**src/design/gpx_pkg.sv**
```systemverilog
// Purpose: Shared constants and types for the I2C-controlled 8-pin expander core
// Assumes: One system clock; bus pins and port pins are sampled through synchronisers
// Notes:   Pointer codes double as register offsets on the serial bus
package gpx_pkg;

  localparam int PINS = 8;

  // Pointer codes (register offsets)
  localparam logic [7:0] PTR_IN        = 8'h00;
  localparam logic [7:0] PTR_OUT       = 8'h01;
  localparam logic [7:0] PTR_INV       = 8'h02;
  localparam logic [7:0] PTR_DIR       = 8'h03;
  localparam logic [7:0] PTR_DRV_LO    = 8'h40;
  localparam logic [7:0] PTR_DRV_HI    = 8'h41;
  localparam logic [7:0] PTR_HOLD      = 8'h42;
  localparam logic [7:0] PTR_BIAS_EN   = 8'h43;
  localparam logic [7:0] PTR_BIAS_SEL  = 8'h44;
  localparam logic [7:0] PTR_IRQ_MASK  = 8'h45;
  localparam logic [7:0] PTR_IRQ_FLAGS = 8'h46;
  localparam logic [7:0] PTR_OSTAGE    = 8'h4f;

  // Reset values
  localparam logic [7:0] RST_OUT       = 8'hff;
  localparam logic [7:0] RST_INV       = 8'h00;
  localparam logic [7:0] RST_DIR       = 8'hff;
  localparam logic [7:0] RST_DRV       = 8'hff;
  localparam logic [7:0] RST_HOLD      = 8'h00;
  localparam logic [7:0] RST_BIAS_EN   = 8'h00;
  localparam logic [7:0] RST_BIAS_SEL  = 8'hff;
  localparam logic [7:0] RST_IRQ_MASK  = 8'hff;
  localparam logic [7:0] RST_IRQ_FLAGS = 8'h00;
  localparam logic [7:0] RST_OSTAGE    = 8'h00;
  localparam logic [7:0] OSTAGE_MASK   = 8'h01;
  localparam logic [7:0] READ_NONE     = 8'h00;

  // Bus address: fixed upper bits, then two select pins, then direction bit
  localparam logic [4:0] BUS_ADDR_FIXED = 5'h1c;
  localparam logic [3:0] BITS_PER_BYTE  = 4'h8;
  localparam logic [3:0] LAST_TX_SHIFT  = 4'h7;

  typedef enum logic [5:0] {
    S_IDLE = 6'h01,
    S_ADDR = 6'h02,
    S_ACK  = 6'h04,
    S_WR   = 6'h08,
    S_RD   = 6'h10,
    S_RACK = 6'h20
  } bus_state_e;

  typedef struct packed {
    logic [7:0] out_latch;
    logic [7:0] invert;
    logic [7:0] direction;
    logic [7:0] drive_lo;
    logic [7:0] drive_hi;
    logic [7:0] hold_en;
    logic [7:0] bias_en;
    logic [7:0] bias_sel;
    logic [7:0] irq_mask;
    logic [7:0] ostage;
  } regfile_s;

  localparam regfile_s REGS_RST = '{
    out_latch: RST_OUT,      invert:  RST_INV,      direction: RST_DIR,
    drive_lo:  RST_DRV,      drive_hi: RST_DRV,     hold_en:   RST_HOLD,
    bias_en:   RST_BIAS_EN,  bias_sel: RST_BIAS_SEL, irq_mask: RST_IRQ_MASK,
    ostage:    RST_OSTAGE
  };

  // Raw pin group carried through the synchroniser
  typedef struct packed {
    logic       scl;
    logic       sda;
    logic [1:0] addr_sel;
    logic [7:0] pins;
  } pin_sample_s;

  localparam pin_sample_s PIN_RST = '{scl: 1'b1, sda: 1'b1, addr_sel: 2'h0, pins: 8'h00};

  typedef struct packed {
    bus_state_e st;
    logic [3:0] cnt;
    logic [7:0] sh;
    logic [7:0] ptr;
    logic       rw;
    logic       got_cmd;
    logic       sda_oe;
    logic       scl_q;
    logic       sda_q;
    regfile_s   regs;
  } core_state_s;

  localparam core_state_s CORE_RST = '{
    st: S_IDLE, cnt: 4'h0, sh: 8'h00, ptr: PTR_IN, rw: 1'b0, got_cmd: 1'b0,
    sda_oe: 1'b0, scl_q: 1'b1, sda_q: 1'b1, regs: REGS_RST
  };

endpackage

```
**src/design/pin_sync3.sv**
```systemverilog
// Purpose: Three-stage synchroniser with agreement filter for asynchronous pins
// Assumes: Inputs change slowly compared with the system clock
// Notes:   Output follows only once the second and third stages agree
`timescale 1ns/1ns
module pin_sync3 #(
  parameter int             W       = 12,
  parameter logic [W-1:0]   RST_VAL = '0
) (
  input  wire logic         clk_sys_i,
  input  wire logic         rstn_i,
  input  wire logic [W-1:0] d_i,
  output logic      [W-1:0] q_o
);

  typedef struct packed {
    logic [W-1:0] s1;
    logic [W-1:0] s2;
    logic [W-1:0] s3;
    logic [W-1:0] q;
  } sync_state_s;

  sync_state_s st_r;
  sync_state_s st_nxt;

  // Elaboration-time refusal of a width the filter cannot serve
  if (W < 1) begin
    $error("pin_sync3: width must be at least one");
  end

  always_comb begin
    st_nxt    = st_r;
    st_nxt.s1 = d_i;
    st_nxt.s2 = st_r.s1;
    st_nxt.s3 = st_r.s2;
    // Bitwise: a bit moves only where the two later stages agree
    st_nxt.q  = (st_r.q & ~(st_r.s2 ~^ st_r.s3)) | (st_r.s3 & (st_r.s2 ~^ st_r.s3));
  end

  always_ff @(posedge clk_sys_i or negedge rstn_i) begin
    if (!rstn_i) begin
      st_r <= '{s1: RST_VAL, s2: RST_VAL, s3: RST_VAL, q: RST_VAL};
    end else begin
      st_r <= st_nxt;
    end
  end

  assign q_o = st_r.q;

endmodule

```
**src/design/i2c_gpio_expander_regs.sv**
```systemverilog
// Purpose: Serial-bus slave, register file and pin control of an 8-pin expander
// Assumes: Bus clock far below clk_sys_i; pins and bus lines are asynchronous
// Notes:   Data bytes after the pointer byte all target the same pointer
// Functional notes
// - Input register shows live level of every pin, input or output
// - Input register is read-only; writes to it change nothing
// - Input register has no reset value; it follows the pins
// - Output latch drives a pin only while that pin is an output
// - Reading the output latch returns the written value, not the pins
// - Invert bit set flips the sensed level of an input pin
// - Direction one makes the pin a high-impedance input, zero an output
// - Two-bit drive code per pin: quarter, half, three quarters, full
// - Pins 0-3 drive codes in low register, 4-7 in high, pin 7 at 7:6
// - First byte after a write address is stored as the register pointer
// - Address byte last bit: one reads, zero writes
`timescale 1ns/1ns
module i2c_gpio_expander_regs
  import gpx_pkg::*;
#(
  parameter int NPINS = PINS
) (
  input  wire logic              clk_sys_i,
  input  wire logic              rstn_i,
  input  wire logic              scl_i,
  input  wire logic              sda_i,
  output logic                   sda_o,
  output logic                   sda_oe_o,
  input  wire logic              addr_select_bit0_i,
  input  wire logic              addr_select_bit1_i,
  input  wire logic [NPINS-1:0]  gpio_i,
  output logic      [NPINS-1:0]  gpio_o,
  output logic      [NPINS-1:0]  gpio_oe_o,
  output logic      [2*NPINS-1:0] drive_code_o
);

  if (NPINS != PINS) begin
    $error("expander: register layout serves exactly eight pins");
  end

  core_state_s q_r;
  core_state_s q_nxt;
  pin_sample_s raw;
  pin_sample_s smp;
  logic [7:0]  sensed;
  logic [7:0]  rd_val;
  logic        scl_rise;
  logic        scl_fall;
  logic        start_cond;
  logic        stop_cond;
  logic        byte_done;
  logic        addr_hit;
  logic        reg_wr;
  logic        ptr_wr;
  logic        rd_load;

  function automatic logic [7:0] reg_read(input logic [7:0] p,
                                          input regfile_s   r,
                                          input logic [7:0] live);
    case (p)
      PTR_IN:        reg_read = live;
      PTR_OUT:       reg_read = r.out_latch;
      PTR_INV:       reg_read = r.invert;
      PTR_DIR:       reg_read = r.direction;
      PTR_DRV_LO:    reg_read = r.drive_lo;
      PTR_DRV_HI:    reg_read = r.drive_hi;
      PTR_HOLD:      reg_read = r.hold_en;
      PTR_BIAS_EN:   reg_read = r.bias_en;
      PTR_BIAS_SEL:  reg_read = r.bias_sel;
      PTR_IRQ_MASK:  reg_read = r.irq_mask;
      PTR_IRQ_FLAGS: reg_read = RST_IRQ_FLAGS;
      PTR_OSTAGE:    reg_read = r.ostage;
      default:       reg_read = READ_NONE;
    endcase
  endfunction

  function automatic regfile_s reg_write(input logic [7:0] p,
                                         input regfile_s   r,
                                         input logic [7:0] d);
    regfile_s w;
    w = r;
    case (p)
      PTR_OUT:      w.out_latch = d;
      PTR_INV:      w.invert    = d;
      PTR_DIR:      w.direction = d;
      PTR_DRV_LO:   w.drive_lo  = d;
      PTR_DRV_HI:   w.drive_hi  = d;
      PTR_HOLD:     w.hold_en   = d;
      PTR_BIAS_EN:  w.bias_en   = d;
      PTR_BIAS_SEL: w.bias_sel  = d;
      PTR_IRQ_MASK: w.irq_mask  = d;
      PTR_OSTAGE:   w.ostage    = d & OSTAGE_MASK;
      // Input and status codes are read-only; unmapped codes are dropped
      default:      w = r;
    endcase
    return w;
  endfunction

  assign raw.scl      = scl_i;
  assign raw.sda      = sda_i;
  assign raw.addr_sel = {addr_select_bit1_i, addr_select_bit0_i};
  assign raw.pins     = gpio_i;

  pin_sync3 #(
    .W       ($bits(pin_sample_s)),
    .RST_VAL (PIN_RST)
  ) u_sync (
    .clk_sys_i (clk_sys_i),
    .rstn_i    (rstn_i),
    .d_i       (raw),
    .q_o       (smp)
  );

  // Inversion applies to input pins only; output pins read back raw
  assign sensed     = smp.pins ^ (q_r.regs.invert & q_r.regs.direction);
  assign rd_val     = reg_read(q_r.ptr, q_r.regs, sensed);
  assign scl_rise   = !q_r.scl_q && smp.scl;
  assign scl_fall   = q_r.scl_q && !smp.scl;
  assign start_cond = q_r.scl_q && smp.scl && q_r.sda_q && !smp.sda;
  assign stop_cond  = q_r.scl_q && smp.scl && !q_r.sda_q && smp.sda;
  assign byte_done  = scl_fall && (q_r.cnt == BITS_PER_BYTE);
  assign addr_hit   = (q_r.sh[7:1] == {BUS_ADDR_FIXED, smp.addr_sel});
  assign ptr_wr     = (q_r.st == S_WR) && byte_done && !q_r.got_cmd;
  assign reg_wr     = (q_r.st == S_WR) && byte_done && q_r.got_cmd;
  assign rd_load    = scl_fall && q_r.rw && (q_r.st == S_ACK);

  always_comb begin
    q_nxt       = q_r;
    q_nxt.scl_q = smp.scl;
    q_nxt.sda_q = smp.sda;
    if (start_cond) begin
      // Repeated start keeps the pointer so a read can follow a pointer write
      q_nxt.st      = S_ADDR;
      q_nxt.cnt     = 4'h0;
      q_nxt.got_cmd = 1'b0;
      q_nxt.sda_oe  = 1'b0;
    end else if (stop_cond) begin
      q_nxt.st     = S_IDLE;
      q_nxt.sda_oe = 1'b0;
    end else begin
      case (q_r.st)
        S_IDLE: begin
          q_nxt.sda_oe = 1'b0;
        end
        S_ADDR, S_WR: begin
          if (scl_rise) begin
            q_nxt.sh  = {q_r.sh[6:0], smp.sda};
            q_nxt.cnt = q_r.cnt + 4'h1;
          end else if (byte_done) begin
            if (q_r.st == S_ADDR) begin
              if (addr_hit) begin
                q_nxt.rw     = q_r.sh[0];
                q_nxt.sda_oe = 1'b1;
                q_nxt.st     = S_ACK;
              end else begin
                q_nxt.st = S_IDLE;
              end
            end else begin
              if (!q_r.got_cmd) begin
                q_nxt.ptr     = q_r.sh;
                q_nxt.got_cmd = 1'b1;
              end else begin
                q_nxt.regs = reg_write(q_r.ptr, q_r.regs, q_r.sh);
              end
              q_nxt.sda_oe = 1'b1;
              q_nxt.st     = S_ACK;
            end
          end
        end
        S_ACK: begin
          if (scl_fall) begin
            q_nxt.cnt = 4'h0;
            if (q_r.rw) begin
              q_nxt.sh     = rd_val;
              q_nxt.sda_oe = ~rd_val[7];
              q_nxt.st     = S_RD;
            end else begin
              q_nxt.sda_oe = 1'b0;
              q_nxt.st     = S_WR;
            end
          end
        end
        S_RD: begin
          if (scl_fall) begin
            if (q_r.cnt == LAST_TX_SHIFT) begin
              q_nxt.sda_oe = 1'b0;
              q_nxt.st     = S_RACK;
            end else begin
              q_nxt.sda_oe = ~q_r.sh[6];
              q_nxt.sh     = {q_r.sh[6:0], 1'b0};
              q_nxt.cnt    = q_r.cnt + 4'h1;
            end
          end
        end
        S_RACK: begin
          if (scl_rise && smp.sda) begin
            q_nxt.st = S_IDLE;
          end else if (scl_fall) begin
            q_nxt.cnt    = 4'h0;
            q_nxt.sh     = rd_val;
            q_nxt.sda_oe = ~rd_val[7];
            q_nxt.st     = S_RD;
          end
        end
        default: begin
          q_nxt.st     = S_IDLE;
          q_nxt.sda_oe = 1'b0;
        end
      endcase
    end
  end

  always_ff @(posedge clk_sys_i or negedge rstn_i) begin
    if (!rstn_i) begin
      q_r <= CORE_RST;
    end else begin
      q_r <= q_nxt;
    end
  end

  // Open-drain data line: only ever pulled low
  assign sda_o        = 1'b0;
  assign sda_oe_o     = q_r.sda_oe;
  assign gpio_o       = q_r.regs.out_latch;
  assign gpio_oe_o    = ~q_r.regs.direction;
  assign drive_code_o = {q_r.regs.drive_hi, q_r.regs.drive_lo};
endmodule

```
**config.mk**
```make
export PLATFORM = sky130hd
export DESIGN_NAME = i2c_gpio_expander_regs
export DESIGN_NICKNAME = d
export VERILOG_FILES = /design/src/design/gpx_pkg.sv /design/src/design/pin_sync3.sv /design/src/design/i2c_gpio_expander_regs.sv
export SDC_FILE = /design/constraint.sdc
export NUM_CORES = 1
export LEC_CHECK = 0
export ABC_CLOCK_PERIOD_IN_PS = 5960
export BUFFER_PORTS_ARGS = -buffer_cell sky130_fd_sc_hd__buf_2
export CORE_UTILIZATION = 54
export DETAILED_ROUTE_END_ITERATION = 12
export PLACE_DENSITY = 0.72
export RECOVER_POWER = 50
export SYNTH_ARGS = -nofsm -noshare
export SYNTH_HDL_FRONTEND = slang
export SYNTH_SLANG_ARGS = --single-unit
```
**constraint.sdc**
```tcl
create_clock -name clk_sys_i -period 5.96 [get_ports clk_sys_i]
set_input_delay 0.298 -clock clk_sys_i [delete_from_list [all_inputs] [get_ports clk_sys_i]]
set_output_delay 0.298 -clock clk_sys_i [all_outputs]
set_load 0.01 [all_outputs]
```
* Word-level counts from Yosys, hierarchy flattened
Index checks and enable logic that the tools add are counted.
Storage, ports and cells: word-level logic and storage cells 159, output and inout bits 34, flip-flop bits (word level) 152, input port bits 14
Operators by class: equality and inequality tests 45, mux-type cells 39, bitwise gates (word level) 15, reductions and logical operators 36, add/subtract/negate cells 1
Operator list (number):
- $pmux 8 s11 | 1
- $reduce_and 8->1 | 11
- $eq 8x7->1 const B | 7
- $mux 18 | 3
- $pmux 12 s4 | 1
- $mux 12 | 3
- $mux 6 | 6
- $pmux 6 s5 | 1
- $ne 4x4->1 const B | 7
- $reduce_and 7->1 | 4
- $and 12x12->12 | 2
- $mux 8 | 3
- $mux 11 | 2
- $mux 22 | 1
- $ne 3x3->1 const B | 7
- $mux 10 | 2
- $ne 2x2->1 const B | 9
- $eq 8x2->1 const B | 2
- $mux 1 | 12
- $not 12->12 | 1
- $or 12x12->12 | 1
- $xnor 12x12->12 | 1
- $ne 5x5->1 const B | 2
- $reduce_and 10->1 | 1
- 28 further kinds | 46

* Depth between registers and ports, before layout
depth after elaboration 9, mapped depth 9, mapped depth without buffers 7

* Cells and area by module
A second synthesis with hierarchy kept.
Unflattened totals: cell total of the unflattened synthesis 609, area, all modules 7348.3 sq um
Modules (own cells, without submodules):
- i2c_gpio_expander_regs | instances 1, area an instance 5911.9 sq um, cells an instance 537
- pin_sync3 | instances 1, area an instance 1436.4 sq um, cells an instance 72

* Worst setup path after synthesis
No wires, ideal clock.
path kind register -> register, start register q_r[106] in the netlist's numbering, end register q_r[95] in the netlist's numbering, path buffers 3, stages on the path, launching flop included 9, data arrival time 2365 ps, path slack 3503 ps, data required time 5868 ps, path through dfrtp_1 > buf_2 > or4_4 > o32a_1 > a2bb2oi_1 > or3_1 > buf_6 > buf_8 > o31ai_2
Between the ends: word-level cells in the longest chain between the ends 4, elaborated cells between the ends (all ways) 16
RTL lines:
- from (decl) | RTL line i2c_gpio_expander_regs.sv:40 | core_state_s q_r;
- from (signal assigned) | RTL line i2c_gpio_expander_regs.sv:216 | q_r <= q_nxt;
- $eq 6x4->1 or $eq 6x2->1 (tied branches) | RTL line i2c_gpio_expander_regs.sv:140 | case (q_r.st)
- $reduce_or 2->1 | RTL line i2c_gpio_expander_regs.sv:140
- $reduce_bool 4->1 (no line) or $ne 2x2->1 (tied branches)
- $reduce_and 10->1 (no line)
Parallel ways exist; a longest one is shown, timed or not. A chain may end at the register's enable or synchronous reset.

* Worst setup path after layout
start register q_r[86] in the netlist's numbering, end register q_r[96] in the netlist's numbering
Between the ends: word-level cells in the longest chain between the ends 5, elaborated cells between the ends (all ways) 17
RTL lines:
- $eq 8x7->1, or another cell as far along | RTL line i2c_gpio_expander_regs.sv:59 | case (p)
- $pmux 8 s11 * | RTL line i2c_gpio_expander_regs.sv:59
- $mux 18 or $mux 8 (tied branches) | RTL line i2c_gpio_expander_regs.sv:197, i2c_gpio_expander_regs.sv:172
- $mux 12 or $mux 18 (tied branches) | RTL line i2c_gpio_expander_regs.sv:195, i2c_gpio_expander_regs.sv:170
- $pmux 12 s4 * | RTL line i2c_gpio_expander_regs.sv:140
Mark *: on every way between the ends. The rest lies on a longest branch, timed or not. The select of a mux whose other input is x is not followed.

==> results.md <==
* Critical path class: flop to flop
* Distinct cell type count after synthesis at 65
* Ys async rst share at 100%
* # fillers at 1,050
* GRT Overall Usage at 26.4%
* CP endpoint kind: flop
* DR pass1 iterations at 5
* DRC at 0
* Vias post-DR at 4,854
* Critical Path RT at 6.27 ns
* First DRT Iteration DRCs at 407
* Detailed Place HPWL at 10,800 um
* Final setup viols at 0
* Chip width at 117 um
* RSZ-0062 raised after global routing: false
* Final period utilization at 49.2%
* WL final at 16,400 um
* I/O pin cnt at 48
* VDD IR-drop max at 0.232 mV
* Global route total overflow at 0
* DR vias/cell at 5.92
* CP max-delay cell: dfrtp_1
* Worst hold path class: flop to flop
* Seq/Total Area, Yosys at 54.7%
* Largest net degree at the start of global routing at 83
* Slowest stage delay, CP at 0.97 ns
* PwrDens at 302 nW/um^2
* Relative slew margins at 35.8%
* F_max at 341 MHz
* First-pass GRT wire length at 26,200 um
* Syn Nets at 629
* N_diodes at 0
* #FFs+latches synth at 152
* Post-Syn Area at 7080 um^2
* Htree depth at 4
* Clock sink count at 152
* MaxCap Viol Count at 0
* Final nets at 651
* Root buffer cell: clkbuf_16
* Slew @ Worst Pin at 0.963 ns
* Clock skew at 0.00647 ns
* Fin crit period at 2.93 ns
* Pre-CTS WS at 3.17 ns
* Crit path arrival time at 3.24 ns
* Die area at 13,600 um^2
* Worst skew pair latency at 0.42 ns
* Detail Route Antenna Nets at 0
* Cells after Synth at 613
* Peak fanout along the critical path at 32
* Worst Path Buf+Inv at 0
* Initial core utilization at 55.7%
* Post-CTS sizing at 0
* EDFF count, synth at 0
* Initial antenna violation count at 0
* P_leak at 3.29 nW
* Syn_area_per_cell at 11.6 um^2
* Placer congestion estimate at 0.926
* CP delay by family, top: simple AND/OR/NAND/NOR gates
* Top_reg_cell synth: dfrtp_1
* Clock Pin Slew Worst Setup and Hold Paths at 0.06 ns
* Die Y at 117 um
* TritonCTS buffer count at 17
* Share of post-route cells with drive strength above 1 at 29.5%
* Crit path launch type: flop
* Min Hold Slack at 0.347 ns
* Final Max Tran Viols at 0
* CP Cell Sequence: nor3b_1, and3_1, a32oi_1, nand2_1, a211oi_1, o31ai_1
* Number of port buffers at 46
* Setup WS post-layout at 3.03 ns
* Final hold violations at 0
* Warnings from Yosys at 0
* Cell row count at 41
* CTS tree: yes
* Area Growth Syn to Fin at 12.1%
* Routed len/inst at 20.0 um
* Status: finished clean
* Core Region at 12,700 um^2
* Number of global-route vias before repair at 4,741
* Design Power at 2.40 mW
* Max Root-Sink Buffers at 2
* TNS Setup at 0 ns
## cells by family (layout without fill, tap and decap cells)
family | count (synthesis) | count (layout) | share of synthesized area (%)
AOI/OAI and AO/OA | 102 | 102 | 9.47
other | 1 | 1 | 0.0529
DFF | 152 | 152 | 54.7
buffers and inverters | 76 | 111 | 5.78
and+or+nand+nor | 170 | 170 | 12.7
xor gates and xnor gates | 7 | 7 | 0.865
adders and majority gates | 14 | 14 | 2.05
muxes | 91 | 91 | 14.4
## cell usage after synthesis (all sizes together), types with 7 or more instances
cell	n	area [um^2]
a31oi	7	43.8
nand3	25	125
nand3b	12	90.1
o21ai	40	200
nor3	10	50.1
a21oi	15	75.1
dfstp	59	1550
mux2	76	856
inv	16	60.1
mux2i	14	140
nand2	35	131
nor2	37	139
clkbuf	28	105
buf	32	244
nor4	7	43.8
o31ai	7	67.6
maj3	12	120
dfrtp	93	2330
## area by class of cell
| class | count | area [um^2] | share of cell area (%) |
|---|---|---|---|
| Sequential cell | 152 | 3880 | 48.8 |
| Multi-Input combinational cell | 385 | 2800 | 35.2 |
| Clock buffer | 21 | 460 | 5.80 |
| Timing Repair Buffer | 63 | 384 | 4.84 |
| Tap cell | 172 | 215 | 2.71 |
| Clock inverter | 11 | 148 | 1.86 |
| Inverter | 16 | 60.1 | 0.756 |
## placed cells by master, fill, tap and decap left out, drive strengths merged, types with 6 or more instances in the layout
| cell type | netlist | layout |
|---|---|---|
| dfrtp | 93 | 93 |
| mux2 | 76 | 76 |
| dfstp | 59 | 59 |
| o21ai | 40 | 40 |
| buf | 32 | 40 |
| nor2 | 37 | 37 |
| nand2 | 35 | 35 |
| clkbuf | 28 | 31 |
| nand3 | 25 | 25 |
| inv | 16 | 16 |
| a21oi | 15 | 15 |
| mux2i | 14 | 14 |
| dlygate4sd3 | 0 | 13 |
| maj3 | 12 | 12 |
| nand3b | 12 | 12 |
| nor3 | 10 | 10 |
| nor4 | 7 | 7 |
| a31oi | 7 | 7 |
| o31ai | 7 | 7 |
| xnor2 | 6 | 6 |
| nor3b | 6 | 6 |
## worst register-to-register path: stages, from the launching register on
cell	delay, ns
dfrtp_1	0.97
nor3b_1	0.63
and3_1	0.64
a32oi_1	0.11
nand2_1	0.11
a211oi_1	0.06
o31ai_1	0.31
## where the power goes
group	switching [mW]	internal (mW)	leakage (nW)
Sequential	0.0572	1.08	1.81
Combinational	0.0899	0.0780	1.19
Clock	0.414	0.680	0.285
## metal layers
| metal | up-vias | wire length [um] | share of wire [%] | global-route usage, % |
|---|---|---|---|---|
| li1 | 2211 | - | - | - |
| met1 | 2394 | 7370 | 45 | 36.5 |
| met2 | 208 | 7550 | 46 | 39.3 |
| met3 | 41 | 1110 | 6.8 | 7.94 |
| met4 | 0 | 401 | 2.4 | 10.0 |
| met5 | - | 0 | 0 | 0 |
## through the flow
| step | instances | cell area [um^2] | util (%) |
|---|---|---|---|
| 6_report | 820 | 7940 | 62.4 |
| 5_1_grt | 820 | 7940 | 62.4 |
| 4_1_cts | 820 | 7960 | 62.5 |
| 3_5_place_dp | 775 | 7220 | 56.7 |
| 3_3_place_gp | 775 | 7220 | 56.7 |
| 2_1_floorplan | 613 | 7080 | - |
## path summary, 6_finish.rpt
| check | slack, ns | start | end | depth (start not counted) |
|---|---|---|---|---|
| worst max-delay path | 3.03 | q_r[86] | q_r[96] | 6 |
| worst min-delay path | 0.35 | u_sync.st_nxt[25] | u_sync.st_nxt[13] | 0 |
| worst max register to register | 3.03 | q_r[86] | q_r[96] | 6 |
| worst min register to register | 0.35 | u_sync.st_nxt[25] | u_sync.st_nxt[13] | 0 |
| max in group asynchronous | 4.11 | rstn_i | q_r[83] | 3 |
| min in group asynchronous | 0.49 | rstn_i | q_r[25] | 2 |
## sequential cells by signal (all words and copies together), names as in the netlist, named ones only
register	count
q_r	79
u_sync.st_nxt	24
drive_code_o	16
u_sync.st_r	12
gpio_o	8
sda_oe_o	1
## what timing repair did
item	4_1_cts	5_1_grt
endpoints found under the hold margin	52	0
setup buffers	0	0
hold buffers	13	0
No activity file was read; power rests on OpenSTA's default activity.
